### config.mk
export PLATFORM = sky130hd
export DESIGN_NAME = gpaf_port
export DESIGN_NICKNAME = d
export VERILOG_FILES = /design/src/hdl/gpaf_pkg.sv /design/src/hdl/gpaf_port.sv
export SDC_FILE = /design/constraint.sdc
export NUM_CORES = 1
export LEC_CHECK = 0
export BUFFER_PORTS_ARGS = -buffer_cell sky130_fd_sc_hd__buf_2
export CELL_PAD_IN_SITES_DETAIL_PLACEMENT = 1
export CELL_PAD_IN_SITES_GLOBAL_PLACEMENT = 2
export CORE_AREA = 5 5 405 407
export CTS_CLUSTER_DIAMETER = 120
export DETAILED_ROUTE_END_ITERATION = 8
export DIE_AREA = 0 0 410 412
export PLACE_DENSITY = 0.62
export SKIP_LAST_GASP = 1
export SYNTH_ARGS = -nofsm -noshare
export SYNTH_HDL_FRONTEND = slang
export SYNTH_SLANG_ARGS = --single-unit
export TNS_END_PERCENT = 1
### constraint.sdc
create_clock -name ref_clk -period 2.2 [get_ports ref_clk]
set_input_delay 0.33 -clock ref_clk [delete_from_list [all_inputs] [get_ports ref_clk]]
set_output_delay 0.33 -clock ref_clk [all_outputs]
set_load 0.01 [all_outputs]
### src/hdl/gpaf_pkg.sv
// Summary of operation
// - Mode field per pin: 00 input, 01 output, 10 alternate, 11 analog.
// - Drive type bit: 0 push-pull, 1 open-drain, for output and alternate modes.
// - Bias field: 00 none, 01 up, 10 down, 11 acts as none.
// - Slew field applies in output and alternate modes, ignored otherwise.
// - After reset alternates are inactive except on the debug pins, and most pins float as inputs.
// - Port A pins 12-14 pull up and pin 11 pulls down after reset.
// - Output mode drives the pin from the drive value register bit.
// - Open-drain drives only low; a high output releases the pin.
// - Pin levels are sampled into the sample register every clock.
// - Each pin selects one of sixteen alternate functions, at most one connected.
// - Pins 0-7 select from the low register, pins 8-15 from the high.
// - Reset sets every alternate selection to function zero.
// - The selected function reaches the pin only in alternate mode.
// - Debug pins come out of every reset in alternate mode.
// - An enabled special function overrides the pin's mode, drive type and bias; slew and hysteresis still follow the port configuration.
// - Word, half-word and byte accesses are accepted.
// - Drive value register is read/write; sample register is read-only.
// - Sixteen pins, each with mode, type, slew and bias fields.
// - Set/clear write sets or clears drive bits; zeros ignored; set wins.
// - A correct word lock sequence freezes selected pins' configuration until reset.
// - Mask bits block configuration writes; the mask itself is freely accessible.
`default_nettype none
package gpaf_pkg;
	localparam int gpaf_pins = 16;
	// Register byte offsets
	localparam logic [7:0] gpaf_a_mode = 8'h00;
	localparam logic [7:0] gpaf_a_dtype = 8'h04;
	localparam logic [7:0] gpaf_a_slew = 8'h08;
	localparam logic [7:0] gpaf_a_bias = 8'h0c;
	localparam logic [7:0] gpaf_a_sample = 8'h10;
	localparam logic [7:0] gpaf_a_drive = 8'h14;
	localparam logic [7:0] gpaf_a_setclr = 8'h18;
	localparam logic [7:0] gpaf_a_freeze = 8'h1c;
	localparam logic [7:0] gpaf_a_fsel_lo = 8'h20;
	localparam logic [7:0] gpaf_a_fsel_hi = 8'h24;
	localparam logic [7:0] gpaf_a_clronly = 8'h28;
	localparam logic [7:0] gpaf_a_wmask = 8'h2c;
	localparam logic [7:0] gpaf_a_hyst = 8'h30;
	// Mode field codes
	localparam logic [1:0] gpaf_m_in = 2'h0;
	localparam logic [1:0] gpaf_m_out = 2'h1;
	localparam logic [1:0] gpaf_m_alt = 2'h2;
	localparam logic [1:0] gpaf_m_ana = 2'h3;
	// Bias field codes
	localparam logic [1:0] gpaf_b_up = 2'h1;
	localparam logic [1:0] gpaf_b_dn = 2'h2;
	// Reset values; port A has debug pins in alternate mode and biased pins
	localparam logic [31:0] gpaf_rst_mode_a = 32'h2800_0000;
	localparam logic [31:0] gpaf_rst_bias_a = 32'h1580_0000;
	localparam logic [31:0] gpaf_rst_zero = 32'h0000_0000;
	// Freeze register fields
	localparam int gpaf_key_bit = 16;
	localparam logic [3:0] gpaf_be_word = 4'hf;
	// Freeze key sequence states
	typedef enum logic [1:0] {
		gpaf_lk_idle = 2'b00,
		gpaf_lk_one = 2'b01,
		gpaf_lk_zero = 2'b10,
		gpaf_lk_done = 2'b11
	} gpaf_lock_t;
endpackage
`default_nettype wire

### src/hdl/gpaf_port.sv
// The Avalon-MM interface to the registers and the register offsets were decided locally.
`default_nettype none
module gpaf_port import gpaf_pkg::*; #(
	parameter bit PORT_IS_A = 1'b1
) (
	input wire logic ref_clk,
	input wire logic rst_b,
	input wire logic [7:0] avs_address,
	input wire logic avs_read,
	input wire logic avs_write,
	input wire logic [31:0] avs_writedata,
	input wire logic [3:0] avs_byteenable,
	output logic [31:0] avs_readdata,
	output logic avs_waitrequest,
	input wire logic [15:0] pin_in,
	output logic [15:0] pin_out,
	output logic [15:0] pin_oe_n,
	output logic [15:0] pull_up_en,
	output logic [15:0] pull_dn_en,
	output logic [15:0] analog_en,
	output logic [15:0] hyst_en,
	output logic [31:0] slew_rate_field,
	input wire logic [255:0] alt_out,
	input wire logic [255:0] alt_oe,
	output logic [255:0] alt_in,
	input wire logic [15:0] special_en,
	input wire logic [15:0] special_out,
	input wire logic [15:0] special_oe
);
	// ======================================================
	// Reset images
	localparam logic [31:0] rst_mode = PORT_IS_A ? gpaf_rst_mode_a : gpaf_rst_zero;
	localparam logic [31:0] rst_bias = PORT_IS_A ? gpaf_rst_bias_a : gpaf_rst_zero;

	logic [31:0] pin_mode_cfg_q;
	logic [15:0] drive_type_cfg_q;
	logic [31:0] slew_rate_cfg_q;
	logic [31:0] weak_bias_cfg_q;
	logic [15:0] hysteresis_cfg_q;
	logic [15:0] pin_drive_value_q;
	logic [31:0] func_select_low_q;
	logic [31:0] func_select_high_q;
	logic [15:0] config_write_mask_q;
	logic [15:0] freeze_sel_q;
	gpaf_lock_t lock_q;
	logic [15:0] sync1_q;
	logic [15:0] pin_sample_value_q;
	logic wait_q;
	logic [31:0] rdata_q;

	logic [31:0] bmask;
	logic [15:0] prot1;
	logic [31:0] prot2;
	logic [31:0] prot4_lo;
	logic [31:0] prot4_hi;
	logic req;
	logic wr_go;
	logic [15:0] bm16;
	logic [63:0] fsel;

	// ======================================================
	// Bus slave: one wait cycle, then a single-cycle answer
	assign req = avs_read | avs_write;
	assign wr_go = avs_write & ~wait_q;
	assign bmask = {{8{avs_byteenable[3]}}, {8{avs_byteenable[2]}},
		{8{avs_byteenable[1]}}, {8{avs_byteenable[0]}}};
	assign bm16 = bmask[15:0];
	assign fsel = {func_select_high_q, func_select_low_q};

	// Wait request drops for one cycle per access
	always_ff @(posedge ref_clk or negedge rst_b) begin
		if (!rst_b) begin
			wait_q <= 1'b1;
		end else begin
			wait_q <= ~(req & wait_q);
		end
	end

	// Read data captured while waiting
	always_ff @(posedge ref_clk or negedge rst_b) begin
		if (!rst_b) begin
			rdata_q <= 32'h0000_0000;
		end else if (avs_read & wait_q) begin
			unique case (avs_address)
				gpaf_a_mode: rdata_q <= pin_mode_cfg_q;
				gpaf_a_dtype: rdata_q <= {16'h0000, drive_type_cfg_q};
				gpaf_a_slew: rdata_q <= slew_rate_cfg_q;
				gpaf_a_bias: rdata_q <= weak_bias_cfg_q;
				gpaf_a_sample: rdata_q <= {16'h0000, pin_sample_value_q};
				gpaf_a_drive: rdata_q <= {16'h0000, pin_drive_value_q};
				gpaf_a_freeze: rdata_q <= {15'h0000, lock_q == gpaf_lk_done, freeze_sel_q};
				gpaf_a_fsel_lo: rdata_q <= func_select_low_q;
				gpaf_a_fsel_hi: rdata_q <= func_select_high_q;
				gpaf_a_wmask: rdata_q <= {16'h0000, config_write_mask_q};
				gpaf_a_hyst: rdata_q <= {16'h0000, hysteresis_cfg_q};
				default: rdata_q <= 32'h0000_0000;
			endcase
		end
	end

	// ======================================================
	// Per-pin write protection from freeze and mask
	genvar gi;
	generate
		for (gi = 0; gi < gpaf_pins; gi++) begin : g_prot
			assign prot1[gi] = (lock_q == gpaf_lk_done & freeze_sel_q[gi])
				| config_write_mask_q[gi];
			assign prot2[2*gi+1:2*gi] = {2{prot1[gi]}};
			if (gi < 8) begin : g_lo
				assign prot4_lo[4*gi+3:4*gi] = {4{prot1[gi]}};
			end else begin : g_hi
				assign prot4_hi[4*(gi-8)+3:4*(gi-8)] = {4{prot1[gi]}};
			end
		end
	endgenerate

	// Mode fields; debug pins leave reset in alternate mode
	always_ff @(posedge ref_clk or negedge rst_b) begin
		if (!rst_b) begin
			pin_mode_cfg_q <= rst_mode;
		end else if (wr_go && avs_address == gpaf_a_mode) begin
			pin_mode_cfg_q <= (pin_mode_cfg_q & ~(bmask & ~prot2))
				| (avs_writedata & bmask & ~prot2);
		end
	end

	// Bias fields; biased port A pins come out of reset pulled
	always_ff @(posedge ref_clk or negedge rst_b) begin
		if (!rst_b) begin
			weak_bias_cfg_q <= rst_bias;
		end else if (wr_go && avs_address == gpaf_a_bias) begin
			weak_bias_cfg_q <= (weak_bias_cfg_q & ~(bmask & ~prot2))
				| (avs_writedata & bmask & ~prot2);
		end
	end

	// Slew fields, byte lanes honoured
	always_ff @(posedge ref_clk or negedge rst_b) begin
		if (!rst_b) begin
			slew_rate_cfg_q <= 32'h0000_0000;
		end else if (wr_go && avs_address == gpaf_a_slew) begin
			slew_rate_cfg_q <= (slew_rate_cfg_q & ~(bmask & ~prot2))
				| (avs_writedata & bmask & ~prot2);
		end
	end

	// Drive type bits, low half only
	always_ff @(posedge ref_clk or negedge rst_b) begin
		if (!rst_b) begin
			drive_type_cfg_q <= 16'h0000;
		end else if (wr_go && avs_address == gpaf_a_dtype) begin
			drive_type_cfg_q <= (drive_type_cfg_q & ~(bm16 & ~prot1))
				| (avs_writedata[15:0] & bm16 & ~prot1);
		end
	end

	// Hysteresis bits, low half only
	always_ff @(posedge ref_clk or negedge rst_b) begin
		if (!rst_b) begin
			hysteresis_cfg_q <= 16'h0000;
		end else if (wr_go && avs_address == gpaf_a_hyst) begin
			hysteresis_cfg_q <= (hysteresis_cfg_q & ~(bm16 & ~prot1))
				| (avs_writedata[15:0] & bm16 & ~prot1);
		end
	end

	// Alternate function selection for pins 0 to 7
	always_ff @(posedge ref_clk or negedge rst_b) begin
		if (!rst_b) begin
			func_select_low_q <= 32'h0000_0000;
		end else if (wr_go && avs_address == gpaf_a_fsel_lo) begin
			func_select_low_q <= (func_select_low_q & ~(bmask & ~prot4_lo))
				| (avs_writedata & bmask & ~prot4_lo);
		end
	end

	// Alternate function selection for pins 8 to 15
	always_ff @(posedge ref_clk or negedge rst_b) begin
		if (!rst_b) begin
			func_select_high_q <= 32'h0000_0000;
		end else if (wr_go && avs_address == gpaf_a_fsel_hi) begin
			func_select_high_q <= (func_select_high_q & ~(bmask & ~prot4_hi))
				| (avs_writedata & bmask & ~prot4_hi);
		end
	end

	// Mask register, never protected itself
	always_ff @(posedge ref_clk or negedge rst_b) begin
		if (!rst_b) begin
			config_write_mask_q <= 16'h0000;
		end else if (wr_go && avs_address == gpaf_a_wmask) begin
			config_write_mask_q <= (config_write_mask_q & ~bm16)
				| (avs_writedata[15:0] & bm16);
		end
	end

	// ======================================================
	// Drive value: direct write, set/clear and clear-only
	always_ff @(posedge ref_clk or negedge rst_b) begin
		if (!rst_b) begin
			pin_drive_value_q <= 16'h0000;
		end else if (wr_go) begin
			unique case (avs_address)
				gpaf_a_drive: begin
					pin_drive_value_q <= (pin_drive_value_q & ~bm16)
						| (avs_writedata[15:0] & bm16);
				end
				gpaf_a_setclr: begin
					pin_drive_value_q <= (pin_drive_value_q
						& ~(avs_writedata[31:16] & bmask[31:16]))
						| (avs_writedata[15:0] & bm16);
				end
				gpaf_a_clronly: begin
					pin_drive_value_q <= pin_drive_value_q & ~(avs_writedata[15:0] & bm16);
				end
				default: pin_drive_value_q <= pin_drive_value_q;
			endcase
		end
	end

	// ======================================================
	// Freeze selection follows each word write until the key completes
	always_ff @(posedge ref_clk or negedge rst_b) begin
		if (!rst_b) begin
			freeze_sel_q <= 16'h0000;
		end else if (wr_go && avs_address == gpaf_a_freeze && lock_q != gpaf_lk_done
			&& avs_byteenable == gpaf_be_word) begin
			freeze_sel_q <= avs_writedata[15:0];
		end
	end

	// Freeze key sequence: word writes key 1, 0, 1 with equal selection
	always_ff @(posedge ref_clk or negedge rst_b) begin
		if (!rst_b) begin
			lock_q <= gpaf_lk_idle;
		end else if (wr_go && avs_address == gpaf_a_freeze && lock_q != gpaf_lk_done) begin
			if (avs_byteenable != gpaf_be_word) begin
				lock_q <= gpaf_lk_idle;
			end else begin
				unique case (lock_q)
					gpaf_lk_idle: begin
						lock_q <= avs_writedata[gpaf_key_bit] ? gpaf_lk_one : gpaf_lk_idle;
					end
					gpaf_lk_one: begin
						if (!avs_writedata[gpaf_key_bit] && avs_writedata[15:0] == freeze_sel_q) begin
							lock_q <= gpaf_lk_zero;
						end else begin
							lock_q <= avs_writedata[gpaf_key_bit] ? gpaf_lk_one : gpaf_lk_idle;
						end
					end
					gpaf_lk_zero: begin
						if (avs_writedata[gpaf_key_bit] && avs_writedata[15:0] == freeze_sel_q) begin
							lock_q <= gpaf_lk_done;
						end else begin
							lock_q <= gpaf_lk_idle;
						end
					end
					gpaf_lk_done: lock_q <= gpaf_lk_done;
				endcase
			end
		end
	end

	// ======================================================
	// Pin sampling, first stage of two
	always_ff @(posedge ref_clk or negedge rst_b) begin
		if (!rst_b) begin
			sync1_q <= 16'h0000;
		end else begin
			sync1_q <= pin_in;
		end
	end

	// Second stage is the only reader of the first
	always_ff @(posedge ref_clk or negedge rst_b) begin
		if (!rst_b) begin
			pin_sample_value_q <= 16'h0000;
		end else begin
			pin_sample_value_q <= sync1_q;
		end
	end

	// ======================================================
	// Pad control per pin, registered outputs
	generate
		for (gi = 0; gi < gpaf_pins; gi++) begin : g_pad
			logic [1:0] mode;
			logic [1:0] bias;
			logic [3:0] sel;
			logic val;
			logic want;
			assign mode = pin_mode_cfg_q[2*gi+1:2*gi];
			assign bias = weak_bias_cfg_q[2*gi+1:2*gi];
			assign sel = fsel[4*gi+3:4*gi];
			// Output value and drive request by mode
			always_comb begin
				val = 1'b0;
				want = 1'b0;
				if (special_en[gi]) begin
					val = special_out[gi];
					want = special_oe[gi];
				end else if (mode == gpaf_m_out) begin
					val = pin_drive_value_q[gi];
					want = 1'b1;
				end else if (mode == gpaf_m_alt) begin
					val = alt_out[16*gi+sel];
					want = alt_oe[16*gi+sel];
				end
			end
			// Driver value and enable; open-drain releases a high
			always_ff @(posedge ref_clk or negedge rst_b) begin
				if (!rst_b) begin
					pin_out[gi] <= 1'b0;
					pin_oe_n[gi] <= 1'b1;
				end else begin
					pin_out[gi] <= val & ~(drive_type_cfg_q[gi] & ~special_en[gi]);
					pin_oe_n[gi] <= ~(want & ~(drive_type_cfg_q[gi] & ~special_en[gi] & val));
				end
			end
			// Pull-up request, off in analog mode
			always_ff @(posedge ref_clk or negedge rst_b) begin
				if (!rst_b) begin
					pull_up_en[gi] <= 1'b0;
				end else begin
					pull_up_en[gi] <= ~special_en[gi] & mode != gpaf_m_ana
						& bias == gpaf_b_up;
				end
			end
			// Pull-down request, off in analog mode
			always_ff @(posedge ref_clk or negedge rst_b) begin
				if (!rst_b) begin
					pull_dn_en[gi] <= 1'b0;
				end else begin
					pull_dn_en[gi] <= ~special_en[gi] & mode != gpaf_m_ana
						& bias == gpaf_b_dn;
				end
			end
			// Analog switch
			always_ff @(posedge ref_clk or negedge rst_b) begin
				if (!rst_b) begin
					analog_en[gi] <= 1'b0;
				end else begin
					analog_en[gi] <= ~special_en[gi] & mode == gpaf_m_ana;
				end
			end
			// Input hysteresis
			always_ff @(posedge ref_clk or negedge rst_b) begin
				if (!rst_b) begin
					hyst_en[gi] <= 1'b0;
				end else begin
					hyst_en[gi] <= hysteresis_cfg_q[gi];
				end
			end
			// Slew only in output and alternate modes
			always_ff @(posedge ref_clk or negedge rst_b) begin
				if (!rst_b) begin
					slew_rate_field[2*gi+1:2*gi] <= 2'h0;
				end else begin
					slew_rate_field[2*gi+1:2*gi] <= (mode == gpaf_m_out || mode == gpaf_m_alt)
						? slew_rate_cfg_q[2*gi+1:2*gi] : 2'h0;
				end
			end
			// Alternate inputs: only the selected function sees the pin
			for (genvar gf = 0; gf < 16; gf++) begin : g_af
				always_ff @(posedge ref_clk or negedge rst_b) begin
					if (!rst_b) begin
						alt_in[16*gi+gf] <= 1'b0;
					end else begin
						alt_in[16*gi+gf] <= mode == gpaf_m_alt && sel == gf
							&& pin_sample_value_q[gi];
					end
				end
			end
		end
	endgenerate

	assign avs_readdata = rdata_q;
	assign avs_waitrequest = wait_q;
endmodule
`default_nettype wire

==> results.toml <==
[drt]
drc = 0
ant_nets = 0
wl_met2_mm = 92.18
wl_met3_mm = 12.63
routed_via_density = 4.573
drt_iter0_drc = 1655
wl_per_cell_um = 28.85
detail_route.wirelength.met1_mm = 71.12
routed_wl_mm = 181.7
top_layer = "met5"
drt-pass1-iter-count = 7
vias = 28798

[critical_path]
worstSetupPathType = "flop to flop"
reg2reg_from = "func_select_high_q[16]$_DFFE_PN0P_"
worst_setup_path_start_kind = "flop"
r2r_setup_slack_ns = -0.04
critPathRequiredTime_ns = 2.81
arrival_ns = 2.85
worstReg2RegEnd = "pin_oe_n[12]$_DFF_PN1_"
cp-end-kind = "flop"
cp_max_fo = 5
worstRegToRegCells = 6

[floorplan]
num_rows = 147
dieArea_mm2 = 0.1689
die_w_um = 410
start_util_pct = 20.44
die_y_um = 412
core_area_mm2 = 0.1598
io-pin-count = 1041

[timing]
layout_min_cycle_time_ns = 2.242
fin_crit_sh_pct = 101.9
final-max-slew-violation-count = 0
tightest_slew_ns = 0.8136
slew_headroom_pct = 45.56
fin_skew_ns = 0.02613
hold_viol = 0
fmax_mhz = 445.9
fin_ws_ns = -0.04245
rsz0062_at_grt = "yes"
setup_viol = 1

[finish]
fill_cells = 18013
drive_gt1_share_pct = 46.86
seq_area_mm2 = 0.01732
nNetsFinal = 4798
multi_input_area_mm2 = 0.01433
fin_area_mm2 = 0.04673
syn_to_final_growth_pct = 43.04

[power_and_ir_drop]
seqPwrFrac_pct = 42.7
combPwrFrac_pct = 8.7
switching_power_mw = 7.794
p_leak_nw = 22.45
powerDensity_mw_per_mm2 = 654.4
power_mw = 30.58
intPower_mw = 22.79
clkPwrFrac_pct = 48.6
vdd_drop_max_v = 0.0005505
p_sw_share_pct = 25.49

[global_route]
grtUsageTotal_pct = 20.83
grt_pass1_vias = 31671
grt_max_degree = 77
antenna_found_initial = 43
grt_pass1_wl_mm = 250.2
overflow = 0

[logic_synthesis]
ys_seq_area_share_pct = 53.02
synth_xor_xnor_area_share_pct = 0.4290
synth_area_leader_cell = "dfrtp_1"
syn_area_per_cell_um2 = 11.88
async_flop_share_pct = 100.0
synth_ff_type = "dfrtp_1"
ys_ff_latch = 691
synth_area_mm2 = 0.03267
synth_top_family_by_area = "multiplexers"
syn_nets = 3421
synth_cells = 2749
synth_most_common_cell = "dfrtp_1"
yosys_warnings = 0
synth.area.top_cells = "dfrtp_1 (51%), mux2_2 (8.0%), mux4_2 (6.7%)"
yosys.area_share.adder_pct = 1.838
synth-compound-area-share_pct = 8.993
synth-simple-area-share_pct = 14.55
synth_edf_count = 0
synth_cell_types = 85
synthMuxAreaShare_pct = 17.72
netlist_top_cells_count = "dfrtp_1 (668), nor2_1 (310), mux2_2 (231)"
yosys.area.top_type_share_pct = 51.17

[hold_path]
hold_end = "slew_rate_cfg_q[31]$_DFFE_PN0P_"
worstHoldStart = "avs_writedata[31]"
holdPathStages = 2
min_path_type = "input pin to flop"

[clock_tree]
tritoncts = "yes"
cts_buffers = 89
htree_levels = 3
cts_root_buf = "clkbuf_16"
clk_latency_ns = 0.70
clkTransAtPathRegs_ns = 0.06
cts.sinks = 691
ctsLongestPathBuffers = 3

[placed_design]
hpwl_mm = 149.5
place.port_buffers = 1040
place_area_mm2 = 0.04281
place.gp.congestion = 0.9263

[outcome]
violations = "negative setup slack"
status = "finished with violations"

[flow_run]
maxCapViolCount = 0
cells by family (layout without fill, tap and decap cells):
family	after synthesis	after routing
flip-flops	691	691
adder cells (fa/ha/maj)	48	48
AND/OR/NAND/NOR	905	905
other	0	12
multiplexers	428	428
AO/OA/AOI/OAI	405	405
buffers and inverters	256	1707
XOR/XNOR	16	16
worst max path at each step:
stage                                                   from                        endpoint  slack, ns  cells past startpoint
after floorplan                               avs_address[2]  pin_mode_cfg_q[18]$_DFFE_PN0P_       0.11                      8
after global placement    func_select_high_q[16]$_DFFE_PN0P_           pin_out[12]$_DFF_PN0_      -0.32                      8
after detailed placement  func_select_high_q[16]$_DFFE_PN0P_           pin_out[12]$_DFF_PN0_      -0.29                      8
after CTS                 func_select_high_q[16]$_DFFE_PN0P_           pin_out[12]$_DFF_PN0_      -0.12                      8
after global routing      func_select_high_q[16]$_DFFE_PN0P_          pin_oe_n[12]$_DFF_PN1_      -0.09                      6
final                     func_select_high_q[16]$_DFFE_PN0P_          pin_oe_n[12]$_DFF_PN1_      -0.04                      6
layout by cell type, fill, tap and decap left out, types with 20 or more instances in the layout:
cell and n:
nand2_1 172, nor2_2 20, mux2i_1 97, nand4_1 25, mux2_2 231, dlygate4sd3_1 84, nand2b_1 47, clkbuf_16 90
nor3_1 80, o21ai_0 34, dfrtp_1 666, nor2_1 310, nand3_1 21, clkbuf_1 25, buf_2 1039, buf_4 317
buf_12 40, a21o_1 39, a21oi_1 94, nor2b_1 61, or3_1 20, dfstp_2 23, nor4b_1 33, a22oi_1 52
mux4_2 97, ha_1 46, inv_1 59
critical path: stages, from the launching register on:
cell	delay [ns]
dfrtp_2	0.43
buf_12	0.15
buf_4	0.11
mux4_2	0.56
mux4_2	0.53
a211o_1	0.28
o21ai_1	0.08
registers in the layout, summed over array words and instances (netlist names), 32 cells and up, named ones only:
signal / cells
alt_in: 256
avs_readdata: 32
func_select_high_q: 32
func_select_low_q: 32
pin_mode_cfg_q: 32
slew_rate_cfg_q: 32
slew_rate_field: 32
weak_bias_cfg_q: 32
cell type report:
class                   instances  area share, %
flip-flops and latches        691          37.07
multi-input cells            1802          30.67
repair buffers               1483          19.81
well taps                    2086          5.585
clock buffers                 131          5.492
clock inverters                34         0.8274
inverters                      59         0.4739
diodes                         12        0.06426
stage by stage:
step	setup slack, ns	setup TNS, ns	utilization, %	instances	hold WS (ns)
floorplan	0.1108	0	-	2749	0.03441
global placement	-0.3240	-17.47	26.78	6035	0.3312
detailed placement	-0.2926	-21.32	26.78	6035	0.3356
CTS	-0.1210	-0.4530	29.17	6284	0.005986
global route	-0.09013	-0.9420	29.23	6292	0.02562
finish	-0.04245	-0.04245	29.24	6298	0.06623
power groups by stage:
stage / clock network, mW / registers [mW] / logic (mW)
after floorplan: 0 / 13.2 / 0.811
after global placement: 0 / 13.3 / 2.54
after detailed placement: 0 / 13.3 / 2.56
after CTS: 15.4 / 13.1 / 2.72
after global routing: 15.8 / 13.1 / 2.88
final: 14.8 / 13.1 / 2.67
repair_timing:
item / in CTS / in global routing
resized for setup: 8 / 22
endpoints found under the hold margin: 213 / 0
setup endpoints to repair: 10 / 26
hold buffers: 84 / 0
pin swaps: 1 / 2
setup buffers: 0 / 2
routing by layer:
layer,track usage [%],up-vias
met5,0,-
met4,5.821,28
met3,5.650,253
met2,37.31,965
met1,24.46,14827
li1,-,12725
Power figures use the tool's default switching activity.
